[src/rtl/upr_pkg.sv]
/*
  upr_pkg: register offsets, field positions, reset values and encodings for the
  usb port router with its two-state power handling.
  assumes: one clock (aclk, 10 MHz) and an axi4-lite register bus with 8-bit addresses.
*/
package upr_pkg;

  // clock figure, kept for any derived timing
  localparam int UPR_CLK_PERIOD_NS = 100;

  // register byte offsets
  localparam logic [7:0] UPR_OFF_CONFIG  = 8'h00; // configure flag, debug route, soft reset
  localparam logic [7:0] UPR_OFF_POWER   = 8'h04; // device power state field
  localparam logic [7:0] UPR_OFF_OWNER   = 8'h08; // per-port owner bits
  localparam logic [7:0] UPR_OFF_STATUS  = 8'h0c; // attach and speed view, read only
  localparam logic [7:0] UPR_OFF_PORT_EN = 8'h10; // enhanced port enable bits, read only
  localparam logic [7:0] UPR_OFF_OC      = 8'h14; // overcurrent sticky bits, write 1 clears
  localparam logic [7:0] UPR_OFF_MMIO    = 8'h40; // controller memory range (debug data word)

  // decoded register select codes
  localparam logic [2:0] UPR_SEL_NONE    = 3'h0;
  localparam logic [2:0] UPR_SEL_CONFIG  = 3'h1;
  localparam logic [2:0] UPR_SEL_POWER   = 3'h2;
  localparam logic [2:0] UPR_SEL_OWNER   = 3'h3;
  localparam logic [2:0] UPR_SEL_STATUS  = 3'h4;
  localparam logic [2:0] UPR_SEL_PORT_EN = 3'h5;
  localparam logic [2:0] UPR_SEL_OC      = 3'h6;
  localparam logic [2:0] UPR_SEL_MMIO    = 3'h7;

  // config register fields
  localparam int UPR_CFG_FLAG_BIT  = 0; // enhanced driver present
  localparam int UPR_CFG_DEBUG_BIT = 1; // debug traffic on the first port
  localparam int UPR_CFG_SRST_BIT  = 2; // controller soft reset, write 1, reads 0

  // power state encodings
  localparam logic [1:0] UPR_PS_ON  = 2'b00; // full-on
  localparam logic [1:0] UPR_PS_OFF = 2'b11; // off

  // reset values
  localparam logic       UPR_CFG_FLAG_RST = 1'b0;
  localparam logic [7:0] UPR_OWNER_RST    = 8'hff;

  // axi response codes
  localparam logic [1:0] UPR_RESP_OKAY   = 2'b00;
  localparam logic [1:0] UPR_RESP_SLVERR = 2'b10;
  localparam logic [1:0] UPR_RESP_DECERR = 2'b11;

endpackage

[src/rtl/upr_port_router.sv]
/*
  upr_port_router: shares the usb ports between one enhanced controller and the
  classic controllers, two ports per classic controller, and holds the enhanced
  controller's two-state power handling behind an axi4-lite slave.
  assumes: aresetn is the suspend-well reset, core_rst_n the core-well reset; all
  inputs synchronous to aclk; the controllers sit outside and see only these ports.
*/
// Chosen here: the register addresses and register access over AXI4-Lite.
`timescale 1ns/1ps

// How it works
// - only full-on and off power states exist
// - off state aborts controller memory accesses
// - debug port works only when full-on
// - off state keeps interrupt low, wake line instead
// - off to full-on write resets controller
// - other power encodings ignored, write completes
// - deep sleep stops pll, resets core well
// - ports pair two per classic controller
// - classic owns without driver or high speed
// - only owner drives and hears the port
// - router alone makes per-controller connect indications
// - overcurrent goes to both, each records it
// - routing state lives in suspend well
// - debug mode gives first port to enhanced
// - slow device leaves enable clear, owner hands over
// - high speed device keeps enhanced, enable set
// - flag clear keeps attach with classic only; debug mode when full-on still takes port 0
// - detach from classic port returns it to enhanced
// - suspend or soft reset clears flag, sets owners
module upr_port_router
  import upr_pkg::*;
#(
  parameter int NPORT = 8                   // ports, two per classic controller
)(
  input  wire logic             aclk,
  input  wire logic             aresetn,         // suspend-well reset
  input  wire logic             core_rst_n,      // core-well reset
  input  wire logic             sleep_deep,      // system in a deep sleep state
  // axi4-lite slave
  input  wire logic [7:0]       awaddr,
  input  wire logic             awvalid,
  output logic                  awready,
  input  wire logic [31:0]      wdata,
  input  wire logic [3:0]       wstrb,
  input  wire logic             wvalid,
  output logic                  wready,
  output logic [1:0]            bresp,
  output logic                  bvalid,
  input  wire logic             bready,
  input  wire logic [7:0]       araddr,
  input  wire logic             arvalid,
  output logic                  arready,
  output logic [31:0]           rdata,
  output logic [1:0]            rresp,
  output logic                  rvalid,
  input  wire logic             rready,
  // physical port side
  input  wire logic [NPORT-1:0] phy_attach,      // real attach state
  input  wire logic [NPORT-1:0] phy_hs_capable,  // attached device can signal high speed
  input  wire logic [NPORT-1:0] phy_rx_dp,
  input  wire logic [NPORT-1:0] phy_rx_dm,
  output logic [NPORT-1:0]      phy_tx_dp,
  output logic [NPORT-1:0]      phy_tx_dm,
  output logic [NPORT-1:0]      phy_tx_oe_n,     // low while the pair is driven
  input  wire logic [NPORT-1:0] overcurrent_in_n,
  // enhanced controller side
  input  wire logic [NPORT-1:0] enh_tx_dp,
  input  wire logic [NPORT-1:0] enh_tx_dm,
  input  wire logic [NPORT-1:0] enh_tx_drive,
  input  wire logic [NPORT-1:0] enh_port_reset_done, // pulse: port reset finished
  input  wire logic             enh_irq_req,
  output logic [NPORT-1:0]      enh_rx_dp,
  output logic [NPORT-1:0]      enh_rx_dm,
  output logic [NPORT-1:0]      enh_connect,
  output logic [NPORT-1:0]      enh_overcurrent_n,
  output logic [NPORT-1:0]      enh_port_enable,
  output logic                  enh_irq,
  output logic                  wake_event_n,
  output logic                  enh_core_reset,  // internal reset of enhanced controller
  output logic                  pll_enable,
  output logic                  debug_active,
  // classic controller side, ports 2k and 2k+1 belong to controller k
  input  wire logic [NPORT-1:0] cls_tx_dp,
  input  wire logic [NPORT-1:0] cls_tx_dm,
  input  wire logic [NPORT-1:0] cls_tx_drive,
  output logic [NPORT-1:0]      cls_rx_dp,
  output logic [NPORT-1:0]      cls_rx_dm,
  output logic [NPORT-1:0]      cls_connect,
  output logic [NPORT-1:0]      cls_overcurrent_n,
  output logic [NPORT/2-1:0]    cls_ctl_active   // some port of the pair connected
);

  // address decode, shared by the write and read paths
  function automatic logic [2:0] upr_decode(input logic [7:0] addr);
    case (addr)
      UPR_OFF_CONFIG:  upr_decode = UPR_SEL_CONFIG;
      UPR_OFF_POWER:   upr_decode = UPR_SEL_POWER;
      UPR_OFF_OWNER:   upr_decode = UPR_SEL_OWNER;
      UPR_OFF_STATUS:  upr_decode = UPR_SEL_STATUS;
      UPR_OFF_PORT_EN: upr_decode = UPR_SEL_PORT_EN;
      UPR_OFF_OC:      upr_decode = UPR_SEL_OC;
      UPR_OFF_MMIO:    upr_decode = UPR_SEL_MMIO;
      default:         upr_decode = UPR_SEL_NONE;
    endcase
  endfunction

  // byte-lane merge for write strobes
  function automatic logic [31:0] upr_merge(input logic [31:0] old_v,
                                            input logic [31:0] new_v,
                                            input logic [3:0]  strb);
    logic [31:0] m;
    m = old_v;
    for (int b = 0; b < 4; b++)
      if (strb[b]) m[8*b +: 8] = new_v[8*b +: 8];
    upr_merge = m;
  endfunction

  // suspend-well state
  logic             cfg_flag;      // enhanced driver present
  logic             debug_route;   // debug traffic on port 0
  logic [NPORT-1:0] owner;         // 1 = classic owns
  logic [NPORT-1:0] sel_cls;       // registered route select
  logic [NPORT-1:0] attach_prev;   // attach one cycle ago
  // core-well state
  logic [1:0]       pwr_state;     // device power state field
  logic [NPORT-1:0] port_en;       // enhanced port enable
  logic [NPORT-1:0] oc_sticky;     // enhanced overcurrent record
  logic [31:0]      debug_word;    // debug data in the controller memory range

  // bus strobes
  logic       wr_fire;             // write address and data taken
  logic       rd_fire;             // read address taken
  logic [2:0] wsel;                // decoded write target
  logic [2:0] rsel;                // decoded read target
  logic       pwr_on;              // full-on state
  logic       wake_reset;          // write that turns off into full-on
  logic       core_clr;            // any core-well reset
  logic       soft_reset;          // controller soft reset written

  assign wr_fire    = awready & awvalid & wvalid;
  assign rd_fire    = arready & arvalid;
  assign wsel       = upr_decode(awaddr);
  assign rsel       = upr_decode(araddr);
  assign pwr_on     = (pwr_state == UPR_PS_ON);
  // off to full-on write generates the internal reset
  assign wake_reset = wr_fire & (wsel == UPR_SEL_POWER) & wstrb[0] &
                      (pwr_state == UPR_PS_OFF) & (wdata[1:0] == UPR_PS_ON);
  // core well cleared by its reset, deep sleep or the wake reset
  assign core_clr   = ~core_rst_n | sleep_deep | wake_reset;
  assign soft_reset = wr_fire & (wsel == UPR_SEL_CONFIG) & wstrb[0] & wdata[UPR_CFG_SRST_BIT];

  // axi write channel: take address and data together, then respond
  always_ff @(posedge aclk)
  begin
    if (!aresetn)
    begin
      awready <= 1'b0;
      wready  <= 1'b0;
      bvalid  <= 1'b0;
      bresp   <= UPR_RESP_OKAY;
    end
    else
    begin
      awready <= ~awready & ~bvalid & awvalid & wvalid;
      wready  <= ~awready & ~bvalid & awvalid & wvalid;
      if (wr_fire)
      begin
        bvalid <= 1'b1;
        if (wsel == UPR_SEL_NONE)
          bresp <= UPR_RESP_SLVERR;            // unmapped
        else if (wsel == UPR_SEL_MMIO && !pwr_on)
          bresp <= UPR_RESP_DECERR;            // master abort when off
        else
          bresp <= UPR_RESP_OKAY;              // bad power codes still complete
      end
      else if (bready)
        bvalid <= 1'b0;
    end
  end

  // axi read channel: one read at a time
  always_ff @(posedge aclk)
  begin
    if (!aresetn)
    begin
      arready <= 1'b0;
      rvalid  <= 1'b0;
      rresp   <= UPR_RESP_OKAY;
      rdata   <= 32'h0000_0000;
    end
    else
    begin
      arready <= ~arready & ~rvalid & arvalid;
      if (rd_fire)
      begin
        rvalid <= 1'b1;
        rresp  <= UPR_RESP_OKAY;
        rdata  <= 32'h0000_0000;
        unique case (rsel)
          UPR_SEL_CONFIG:  rdata[1:0] <= {debug_route, cfg_flag};
          UPR_SEL_POWER:   rdata[1:0] <= pwr_state;
          UPR_SEL_OWNER:   rdata[NPORT-1:0] <= owner;
          UPR_SEL_STATUS:  rdata[2*NPORT-1:0] <= {phy_hs_capable, phy_attach};
          UPR_SEL_PORT_EN: rdata[NPORT-1:0] <= port_en;
          UPR_SEL_OC:      rdata[NPORT-1:0] <= oc_sticky;
          UPR_SEL_MMIO:
          begin
            if (pwr_on)
              rdata <= debug_word;             // debug port live only when on
            else
              rresp <= UPR_RESP_DECERR;        // master abort when off
          end
          UPR_SEL_NONE:    rresp <= UPR_RESP_SLVERR;
        endcase
      end
      else if (rready)
        rvalid <= 1'b0;
    end
  end

  // configure flag and debug route, suspend well only
  always_ff @(posedge aclk)
  begin
    if (!aresetn)
    begin
      cfg_flag    <= UPR_CFG_FLAG_RST;         // suspend-well reset
      debug_route <= 1'b0;
    end
    else if (soft_reset)
      cfg_flag    <= UPR_CFG_FLAG_RST;         // soft reset clears the flag
    else if (wr_fire && wsel == UPR_SEL_CONFIG && wstrb[0])
    begin
      cfg_flag    <= wdata[UPR_CFG_FLAG_BIT];
      debug_route <= wdata[UPR_CFG_DEBUG_BIT];
    end
  end

  // owner bits: software write, hardware return on detach
  always_ff @(posedge aclk)
  begin
    if (!aresetn)
      owner <= UPR_OWNER_RST;                  // all classic after suspend reset
    else if (soft_reset)
      owner <= UPR_OWNER_RST;                  // same on soft reset
    else
    begin
      for (int p = 0; p < NPORT; p++)
      begin
        // detach from a classic port returns it empty to enhanced
        if (cfg_flag && owner[p] && attach_prev[p] && !phy_attach[p])
          owner[p] <= 1'b0;
        else if (wr_fire && wsel == UPR_SEL_OWNER && wstrb[p/8])
          owner[p] <= wdata[p];                // driver hands slow device over
      end
    end
  end

  // registered route select, no glitch when owner or flag change
  always_ff @(posedge aclk)
  begin
    if (!aresetn)
    begin
      sel_cls     <= {NPORT{1'b1}};
      attach_prev <= '0;
    end
    else
    begin
      attach_prev <= phy_attach;
      for (int p = 0; p < NPORT; p++)
      begin
        if (p == 0 && debug_route && pwr_on)
          sel_cls[p] <= 1'b0;                  // debug forces port 0 to enhanced
        else
          sel_cls[p] <= ~cfg_flag | owner[p];  // no driver or handed over
      end
    end
  end

  // per-port datapath and connect indications
  always_ff @(posedge aclk)
  begin
    if (!aresetn)
    begin
      phy_tx_dp   <= '0;
      phy_tx_dm   <= '0;
      phy_tx_oe_n <= {NPORT{1'b1}};
      enh_rx_dp   <= '0;
      enh_rx_dm   <= '0;
      cls_rx_dp   <= '0;
      cls_rx_dm   <= '0;
      enh_connect <= '0;
      cls_connect <= '0;
    end
    else
    begin
      // only the owner drives the pair
      phy_tx_dp   <= (sel_cls & cls_tx_dp) | (~sel_cls & enh_tx_dp);
      phy_tx_dm   <= (sel_cls & cls_tx_dm) | (~sel_cls & enh_tx_dm);
      phy_tx_oe_n <= ~((sel_cls & cls_tx_drive) | (~sel_cls & enh_tx_drive));
      // non-owner hears an idle, disconnected line
      enh_rx_dp   <= ~sel_cls & phy_rx_dp;
      enh_rx_dm   <= ~sel_cls & phy_rx_dm;
      cls_rx_dp   <= sel_cls & phy_rx_dp;
      cls_rx_dm   <= sel_cls & phy_rx_dm;
      // electrical connect made from the real attach
      enh_connect <= ~sel_cls & phy_attach;
      cls_connect <= sel_cls & phy_attach;
    end
  end

  // classic controller k serves ports 2k and 2k+1
  generate
    for (genvar k = 0; k < NPORT/2; k++)
    begin : g_pair
      always_ff @(posedge aclk)
      begin
        if (!aresetn)
          cls_ctl_active[k] <= 1'b0;
        else
          cls_ctl_active[k] <= cls_connect[2*k] | cls_connect[2*k+1];
      end
    end
  endgenerate

  // overcurrent to both controllers, enhanced record here
  always_ff @(posedge aclk)
  begin
    if (!aresetn)
    begin
      enh_overcurrent_n <= {NPORT{1'b1}};
      cls_overcurrent_n <= {NPORT{1'b1}};
    end
    else
    begin
      enh_overcurrent_n <= overcurrent_in_n;
      cls_overcurrent_n <= overcurrent_in_n;
    end
  end

  // overcurrent sticky bits, a new event beats the clear
  always_ff @(posedge aclk)
  begin
    if (!aresetn || core_clr)
      oc_sticky <= '0;
    else if (wr_fire && wsel == UPR_SEL_OC && wstrb[0])
      oc_sticky <= (oc_sticky & ~wdata[NPORT-1:0]) | ~overcurrent_in_n;
    else
      oc_sticky <= oc_sticky | ~overcurrent_in_n;
  end

  // enhanced port enable after port reset, set only for high speed
  always_ff @(posedge aclk)
  begin
    if (!aresetn || core_clr)
      port_en <= '0;
    else
    begin
      for (int p = 0; p < NPORT; p++)
      begin
        if (sel_cls[p] || !phy_attach[p])
          port_en[p] <= 1'b0;                  // not ours or empty
        else if (enh_port_reset_done[p])
          port_en[p] <= phy_hs_capable[p];
      end
    end
  end

  // power state: only two codes stored, others leave it as is
  always_ff @(posedge aclk)
  begin
    if (!aresetn || !core_rst_n || sleep_deep)
      pwr_state <= UPR_PS_ON;
    else if (wr_fire && wsel == UPR_SEL_POWER && wstrb[0] &&
             (wdata[1:0] == UPR_PS_ON || wdata[1:0] == UPR_PS_OFF))
      pwr_state <= wdata[1:0];
  end

  // debug data word, writable only while full-on
  always_ff @(posedge aclk)
  begin
    if (!aresetn || core_clr)
      debug_word <= 32'h0000_0000;
    else if (wr_fire && wsel == UPR_SEL_MMIO && pwr_on)
      debug_word <= upr_merge(debug_word, wdata, wstrb);
  end

  // interrupt, wake line, reset and pll outputs
  always_ff @(posedge aclk)
  begin
    if (!aresetn)
    begin
      enh_irq        <= 1'b0;
      wake_event_n   <= 1'b1;
      enh_core_reset <= 1'b1;
      pll_enable     <= 1'b0;
      debug_active   <= 1'b0;
    end
    else
    begin
      enh_irq        <= enh_irq_req & pwr_on;  // never when off
      wake_event_n   <= ~(~pwr_on & (enh_irq_req | |(attach_prev ^ phy_attach)));
      enh_core_reset <= core_clr;
      pll_enable     <= ~sleep_deep;
      debug_active   <= debug_route & pwr_on;
    end
  end

  assign enh_port_enable = port_en;
endmodule

[config.mk]
export PLATFORM = sky130hd
export DESIGN_NAME = upr_port_router
export DESIGN_NICKNAME = d
export VERILOG_FILES = /design/src/rtl/upr_pkg.sv /design/src/rtl/upr_port_router.sv
export SDC_FILE = /design/constraint.sdc
export NUM_CORES = 1
export LEC_CHECK = 0
export CAP_MARGIN = 20
export CORE_MARGIN = 2
export CORE_UTILIZATION = 43
export CTS_BUF_LIST = sky130_fd_sc_hd__clkbuf_8 sky130_fd_sc_hd__clkbuf_16
export DETAILED_ROUTE_END_ITERATION = 10
export DONT_BUFFER_PORTS = 1
export GPL_TIMING_DRIVEN = 0
export PLACE_DENSITY = 0.67
export SETUP_SLACK_MARGIN = 0.2
export SYNTH_ARGS = -nofsm -noshare
export SYNTH_HDL_FRONTEND = slang
export SYNTH_SLANG_ARGS = --single-unit
[constraint.sdc]
create_clock -name aclk -period 1.75 [get_ports aclk]
set_input_delay 0.0875 -clock aclk [delete_from_list [all_inputs] [get_ports aclk]]
set_output_delay 0.0875 -clock aclk [all_outputs]
set_load 0.1 [all_outputs]
## Word level (Yosys, flattened, before mapping)

Index checks and enable logic that the tools add are counted.
W data, S select, Z words.

| word-level totals | value |
|---|---|
| output and inout port bits | 146 |
| memories | 0 |
| register bits after elaboration | 205 |
| ROM bits | 0 |
| RAM bits | 0 |
| word-level logic and storage cells | 269 |
| bits in latches | 0 |
| input port bits | 158 |

| operators by class | value |
|---|---|
| equal/unequal tests | 26 |
| order comparisons | 0 |
| add/sub/neg operators | 0 |
| divide/modulo/power cells | 0 |
| multipliers | 0 |
| bitwise logic cells | 67 |
| shifts and indexed selects | 0 |
| reduce and logical (&&, ||, !) cells | 91 |
| multiplexer cells | 33 |

Operators by type and width:

| operator | number |
|---|---|
| $and A8 B8 Y8 | 13 |
| $pmux W3 S7 | 2 |
| $or A8 B8 Y8 | 5 |
| $logic_and A1 B1 Y1 | 37 |
| $eq A8 B4 Y1 const B | 4 |
| $eq A8 B5 Y1 const B | 4 |
| $mux W32 | 1 |
| $not A8 Y8 | 4 |
| $pmux W6 S5 | 1 |
| $mux W1 | 21 |
| $reduce_bool A2 Y1 | 10 |
| $and A1 B1 Y1 | 18 |
| $eq A3 B3 Y1 const B | 6 |
| $reduce_or A2 Y1 | 9 |
| $eq A8 B3 Y1 const B | 2 |
| $eq A8 B7 Y1 const B | 2 |
| $logic_not A8 Y1 | 2 |
| $mux W16 | 1 |
| $pmux W8 S2 | 1 |
| $or A1 B1 Y1 | 15 |
| $pmux W2 S7 | 1 |
| $eq A3 B2 Y1 const B | 4 |
| $logic_or A1 B1 Y1 | 12 |
| $logic_not A1 Y1 | 11 |
| 11 further kinds | 31 |

## Depth between registers and ports, before layout

| logic depth | value |
|---|---|
| depth after elaboration | 10 |
| gate-level depth with buffers | 7 |
| mapped depth without buffers | 5 |

## Worst setup path after synthesis

Ideal clock, no wire load.

| timing path | value |
|---|---|
| kind | reg2reg |
| from | reg wready (netlist name) |
| to | reg debug_word[0] |
| period minus slack after synthesis | 2.418 ns |
| data arrival time | 2.297 ns |
| buffers on the path | 3 |
| slack | -0.668 ns |
| cell stages (with the launch flop) | 8 |
| library setup time | 0.122 ns |
| data required time | 1.628 ns |
| path through | dfxtp_1 > and3_1 > clkbuf_1 > nand4_1 > o21bai_1 > buf_2 > buf_2 > a21oi_1 |

RTL lines:

| item | line | text |
|---|---|---|
| to (signal assigned) | upr_port_router.sv:385 | `debug_word <= upr_merge(debug_word, wdata, wstrb);` |
| to (decl) | upr_port_router.sv:129 | `logic [31:0] debug_word;` |

==> impl_metrics.toml <==
[run_status]
status = "finished with violations"
violations = "negative setup slack"

[yosys]
synth.net_count = 981
synthFlopType = "dfxtp_1"
synth_cells = 822
yosys_warnings = 0
synth_sequential_area_ratio = 0.533
number_of_distinct_standard_cells_referenced_by_the_synthesized_netlist = 59
ys_seq_elements = 205
synth-edff-count = 0
synthArstFlopShare = 0
mappedNetlistArea_um2 = 7710
postSynthAreaPerCell_um2 = 9.37

[floorplanning]
initial_core_util = 0.442
die_width_um = 138
core_area_um2 = 17400
die-area_um2 = 19000
die_h_um = 138
site_row_count = 48
top_level_ports = 304

[grt]
global_route_wire_length_before_repair_mm = 41.5
grt_max_degree = 15
grt_util_all_layers = 0.290
first_global_vias = 7116
antenna_found_initial = 3
grt_overflow_total = 0

[cts]
h-tree-depth = 1
clock-root-buffer = "clkbuf_16"
numClockSinks = 205
numCtsBuffers = 22
tritoncts = "yes"
worst_skew_pair.late_latency_ns = 0.51
clk_path_buf_depth = 3
clkSlewWorstSetupHoldPaths_ns = 0.06

[critical_path]
worst_setup_path_start_kind = "flop"
critPathMostFrequentCell = "buf_6"
required_ns = 2.11
end_kind = "flop"
worst-path-max-fanout = 7
critical_path_arrival_ns = 2.26
crit_type = "flop to flop"
path_cells = "and3_4 -> buf_8 -> buf_6 -> buf_6 -> buf_6 -> nand4_1 -> o21ai_1 -> a21oi_1"
timing.critical_path.slowest_cell_delay_ns = 0.55
crit_path_top_delay_cell = "dfxtp_4"

[timing]
final.setup.worst_slack_ns = -0.154
tightest_slew_ns = 0.982
fin_crit_ns = 1.90
max-slew-margin-rel = 0.345
grt_setup_unrepaired = "true"
max_clock_freq_mhz = 525
finalMaxSlewViolations = 0
report.final.hold_viol_count = 0
finalSetupViolations = 57
fin_crit_sh = 1.09
clock_skew_ns = 0.0152

[pwr]
power.density_nw_per_um2 = 974
leakagePower_nw = 4.45
ir_worst_vdd_mv = 0.917

[worst_hold_path]
hold_path_class = "primary input to flop"

[drt]
vias = 7439
avgRoutedWirePerCell_um = 23.6
postRouteAntennaNets = 0
viasPerCell = 5.84
route.detailed.drc = 0
dr.pass1.iters = 5
drt_iter0_markers = 671
route.final.wire_length_mm = 30.1

[place]
finalWeightedCongestion = 0.907
placed_cells = 1047
post-dp-hpwl_mm = 18.6
buffer_ports.inserted = 0
dpl_cell_area_um2 = 8050
place_worst_setup_slack_ns = -0.401

[cells_and_area]
postLayoutCoreUtil = 0.651
finalNonFillerCells = 1273
design_area_um2 = 11300
area_growth_pct = 47.1
drive_above_1_share = 0.298
nets = 1191

[job]
drv_cap = 0
[registers in the layout, summed over array words and instances, names as in the netlist, 4 cells and up]
signal             flops
rdata                 32
enh_port_enable        8
enh_rx_dm              8
phy_tx_dp              8
cls_connect            8
cls_rx_dp              8
phy_tx_dm              8
cls_overcurrent_n      8
cls_ctl_active         4
phy_tx_oe_n            8
attach_prev            8
enh_connect            8
enh_rx_dp              8
oc_sticky              8
debug_word            32
sel_cls                8
cls_rx_dm              8
owner                  8
[critical path, delay by kind of cell, from the launching register on]
family,cells,cell delay [ns]
AOI/OAI and AO/OA,2,0.38
buffers and inverters,4,0.36
DFF,1,0.55
and+or+nand+nor,2,0.48
[cells in the final DEF (no fill, tap or decap), drive strengths merged, types with 8 or more instances in the layout]
cell type,instances
nor2,55
and2,16
mux2,12
nor2b,20
or2,8
nor4b,10
and3,32
a21oi,65
nand2,62
dlygate4sd3,151
nand2b,11
buf,58
a221oi,13
nand3,53
nor3,13
clkbuf,68
mux2i,36
o21ai,64
dfxtp,205
inv,22
[routing by layer]
metal | up-vias | routed length (µm) | GRT usage
li1 | 3328 | - | -
met1 | 3530 | 11000 | 0.344
met2 | 482 | 14600 | 0.493
met3 | 97 | 3250 | 0.0822
met4 | 2 | 1290 | 0.119
met5 | - | 13 | 0
[metrics by stage]
| step | setup TNS (ns) | total power [mW] | hold slack, ns |
|---|---|---|---|
| 3_3_place_gp | -20.65 | 6.07 | 0.173 |
| 4_1_cts | -1.99 | 11.0 | 0.00110 |
| 6_report | -3.34 | 11.0 | 0.00927 |
| 3_5_place_dp | -22.74 | 6.08 | 0.176 |
| 5_1_grt | -7.66 | 11.3 | 0.00499 |
| 2_1_floorplan | 0 | 5.96 | 0.171 |
[repair_timing]
item                       CTS  global route
pin swaps                   14            21
setup buffers               19            11
hold buffers               151             0
gates resized for setup    158           112
hold endpoints to repair   170             0
cloned                       2             3
setup endpoints to repair  174           154
[synthesized netlist by cell type, types with 2 or more instances]
| library cell | n | area share |
|---|---|---|
| mux2_2 | 12 | 0.018 |
| o21ai_0 | 53 | 0.034 |
| and2_1 | 16 | 0.013 |
| a221o_1 | 2 | 0.0026 |
| dfxtp_1 | 205 | 0.53 |
| a21oi_1 | 65 | 0.042 |
| inv_1 | 16 | 0.0078 |
| nor3_1 | 11 | 0.0071 |
| buf_4 | 11 | 0.011 |
| a31oi_1 | 2 | 0.0016 |
| a22oi_1 | 6 | 0.0058 |
| nor4b_1 | 10 | 0.011 |
| o21ai_1 | 11 | 0.0071 |
| nand2b_1 | 11 | 0.0089 |
| clkbuf_2 | 3 | 0.0019 |
| nand4_1 | 6 | 0.0049 |
| and4_1 | 3 | 0.0034 |
| mux2i_1 | 36 | 0.047 |
| and3_1 | 31 | 0.025 |
| o221a_1 | 2 | 0.0029 |
| nand3_1 | 53 | 0.034 |
| clkbuf_1 | 41 | 0.020 |
| buf_6 | 2 | 0.0029 |
| a221oi_1 | 12 | 0.014 |
| buf_2 | 7 | 0.0045 |
| nor4_1 | 5 | 0.0041 |
| or2_2 | 8 | 0.0065 |
| a2bb2oi_1 | 2 | 0.0023 |
| or4b_1 | 3 | 0.0039 |
| a222oi_1 | 5 | 0.0065 |
| nor2b_1 | 20 | 0.016 |
| nand2_1 | 62 | 0.030 |
| nor2_1 | 55 | 0.027 |
| nor3b_1 | 4 | 0.0039 |
| o22ai_1 | 6 | 0.0049 |
| or3b_2 | 2 | 0.0023 |
[where the power goes]
group / total, mW / internal (mW) / leakage, nW / switching, mW
clock: 4.61 / 2.69 / 0.361 / 1.92
combinational: 0.919 / 0.440 / 2.37 / 0.480
sequential: 5.51 / 4.78 / 1.72 / 0.732
total: 11.0 / 7.91 / 4.45 / 3.13
[cell families (layout without fill, tap and decap cells)]
| kind of cell | Yosys count | count (layout) | share of synthesized area |
|---|---|---|---|
| muxes | 48 | 48 | 0.0643 |
| buffers and inverters | 82 | 306 | 0.0489 |
| AOI/OAI and AO/OA | 177 | 177 | 0.137 |
| other | 0 | 2 | 0 |
| xor gates and xnor gates | 1 | 1 | 0.00114 |
| DFF | 205 | 205 | 0.533 |
| adders and majority gates | 1 | 1 | 0.00162 |
| and+or+nand+nor | 308 | 308 | 0.214 |
[layout make-up]
type | count | area (µm²)
flip-flops and latches | 205 | 4280
inverters | 17 | 63.8
diodes | 2 | 5.00
fillers | 1313 | 6080
repair buffers | 186 | 1910
clock buffers | 27 | 631
plain buffers | 65 | 524
well taps | 225 | 282
clock inverters | 11 | 85.1
multi-input cells | 535 | 3550
[path summary, 6_finish.rpt]
path | endpoint | cells past startpoint | slack (ns) | startpoint
min reg2reg | rdata[23]$_SDFFE_PN0P_ | 2 | 0.46 | debug_word[23]$_SDFFE_PP0P_
max reg2reg | debug_route$_SDFFE_PN0P_ | 8 | -0.15 | wready$_SDFF_PN0_
max | debug_route$_SDFFE_PN0P_ | 8 | -0.15 | wready$_SDFF_PN0_
min | wake_event_n$_SDFF_PN1_ | 2 | 0.009 | phy_attach[2]
(Power assumes the default switching activity.)
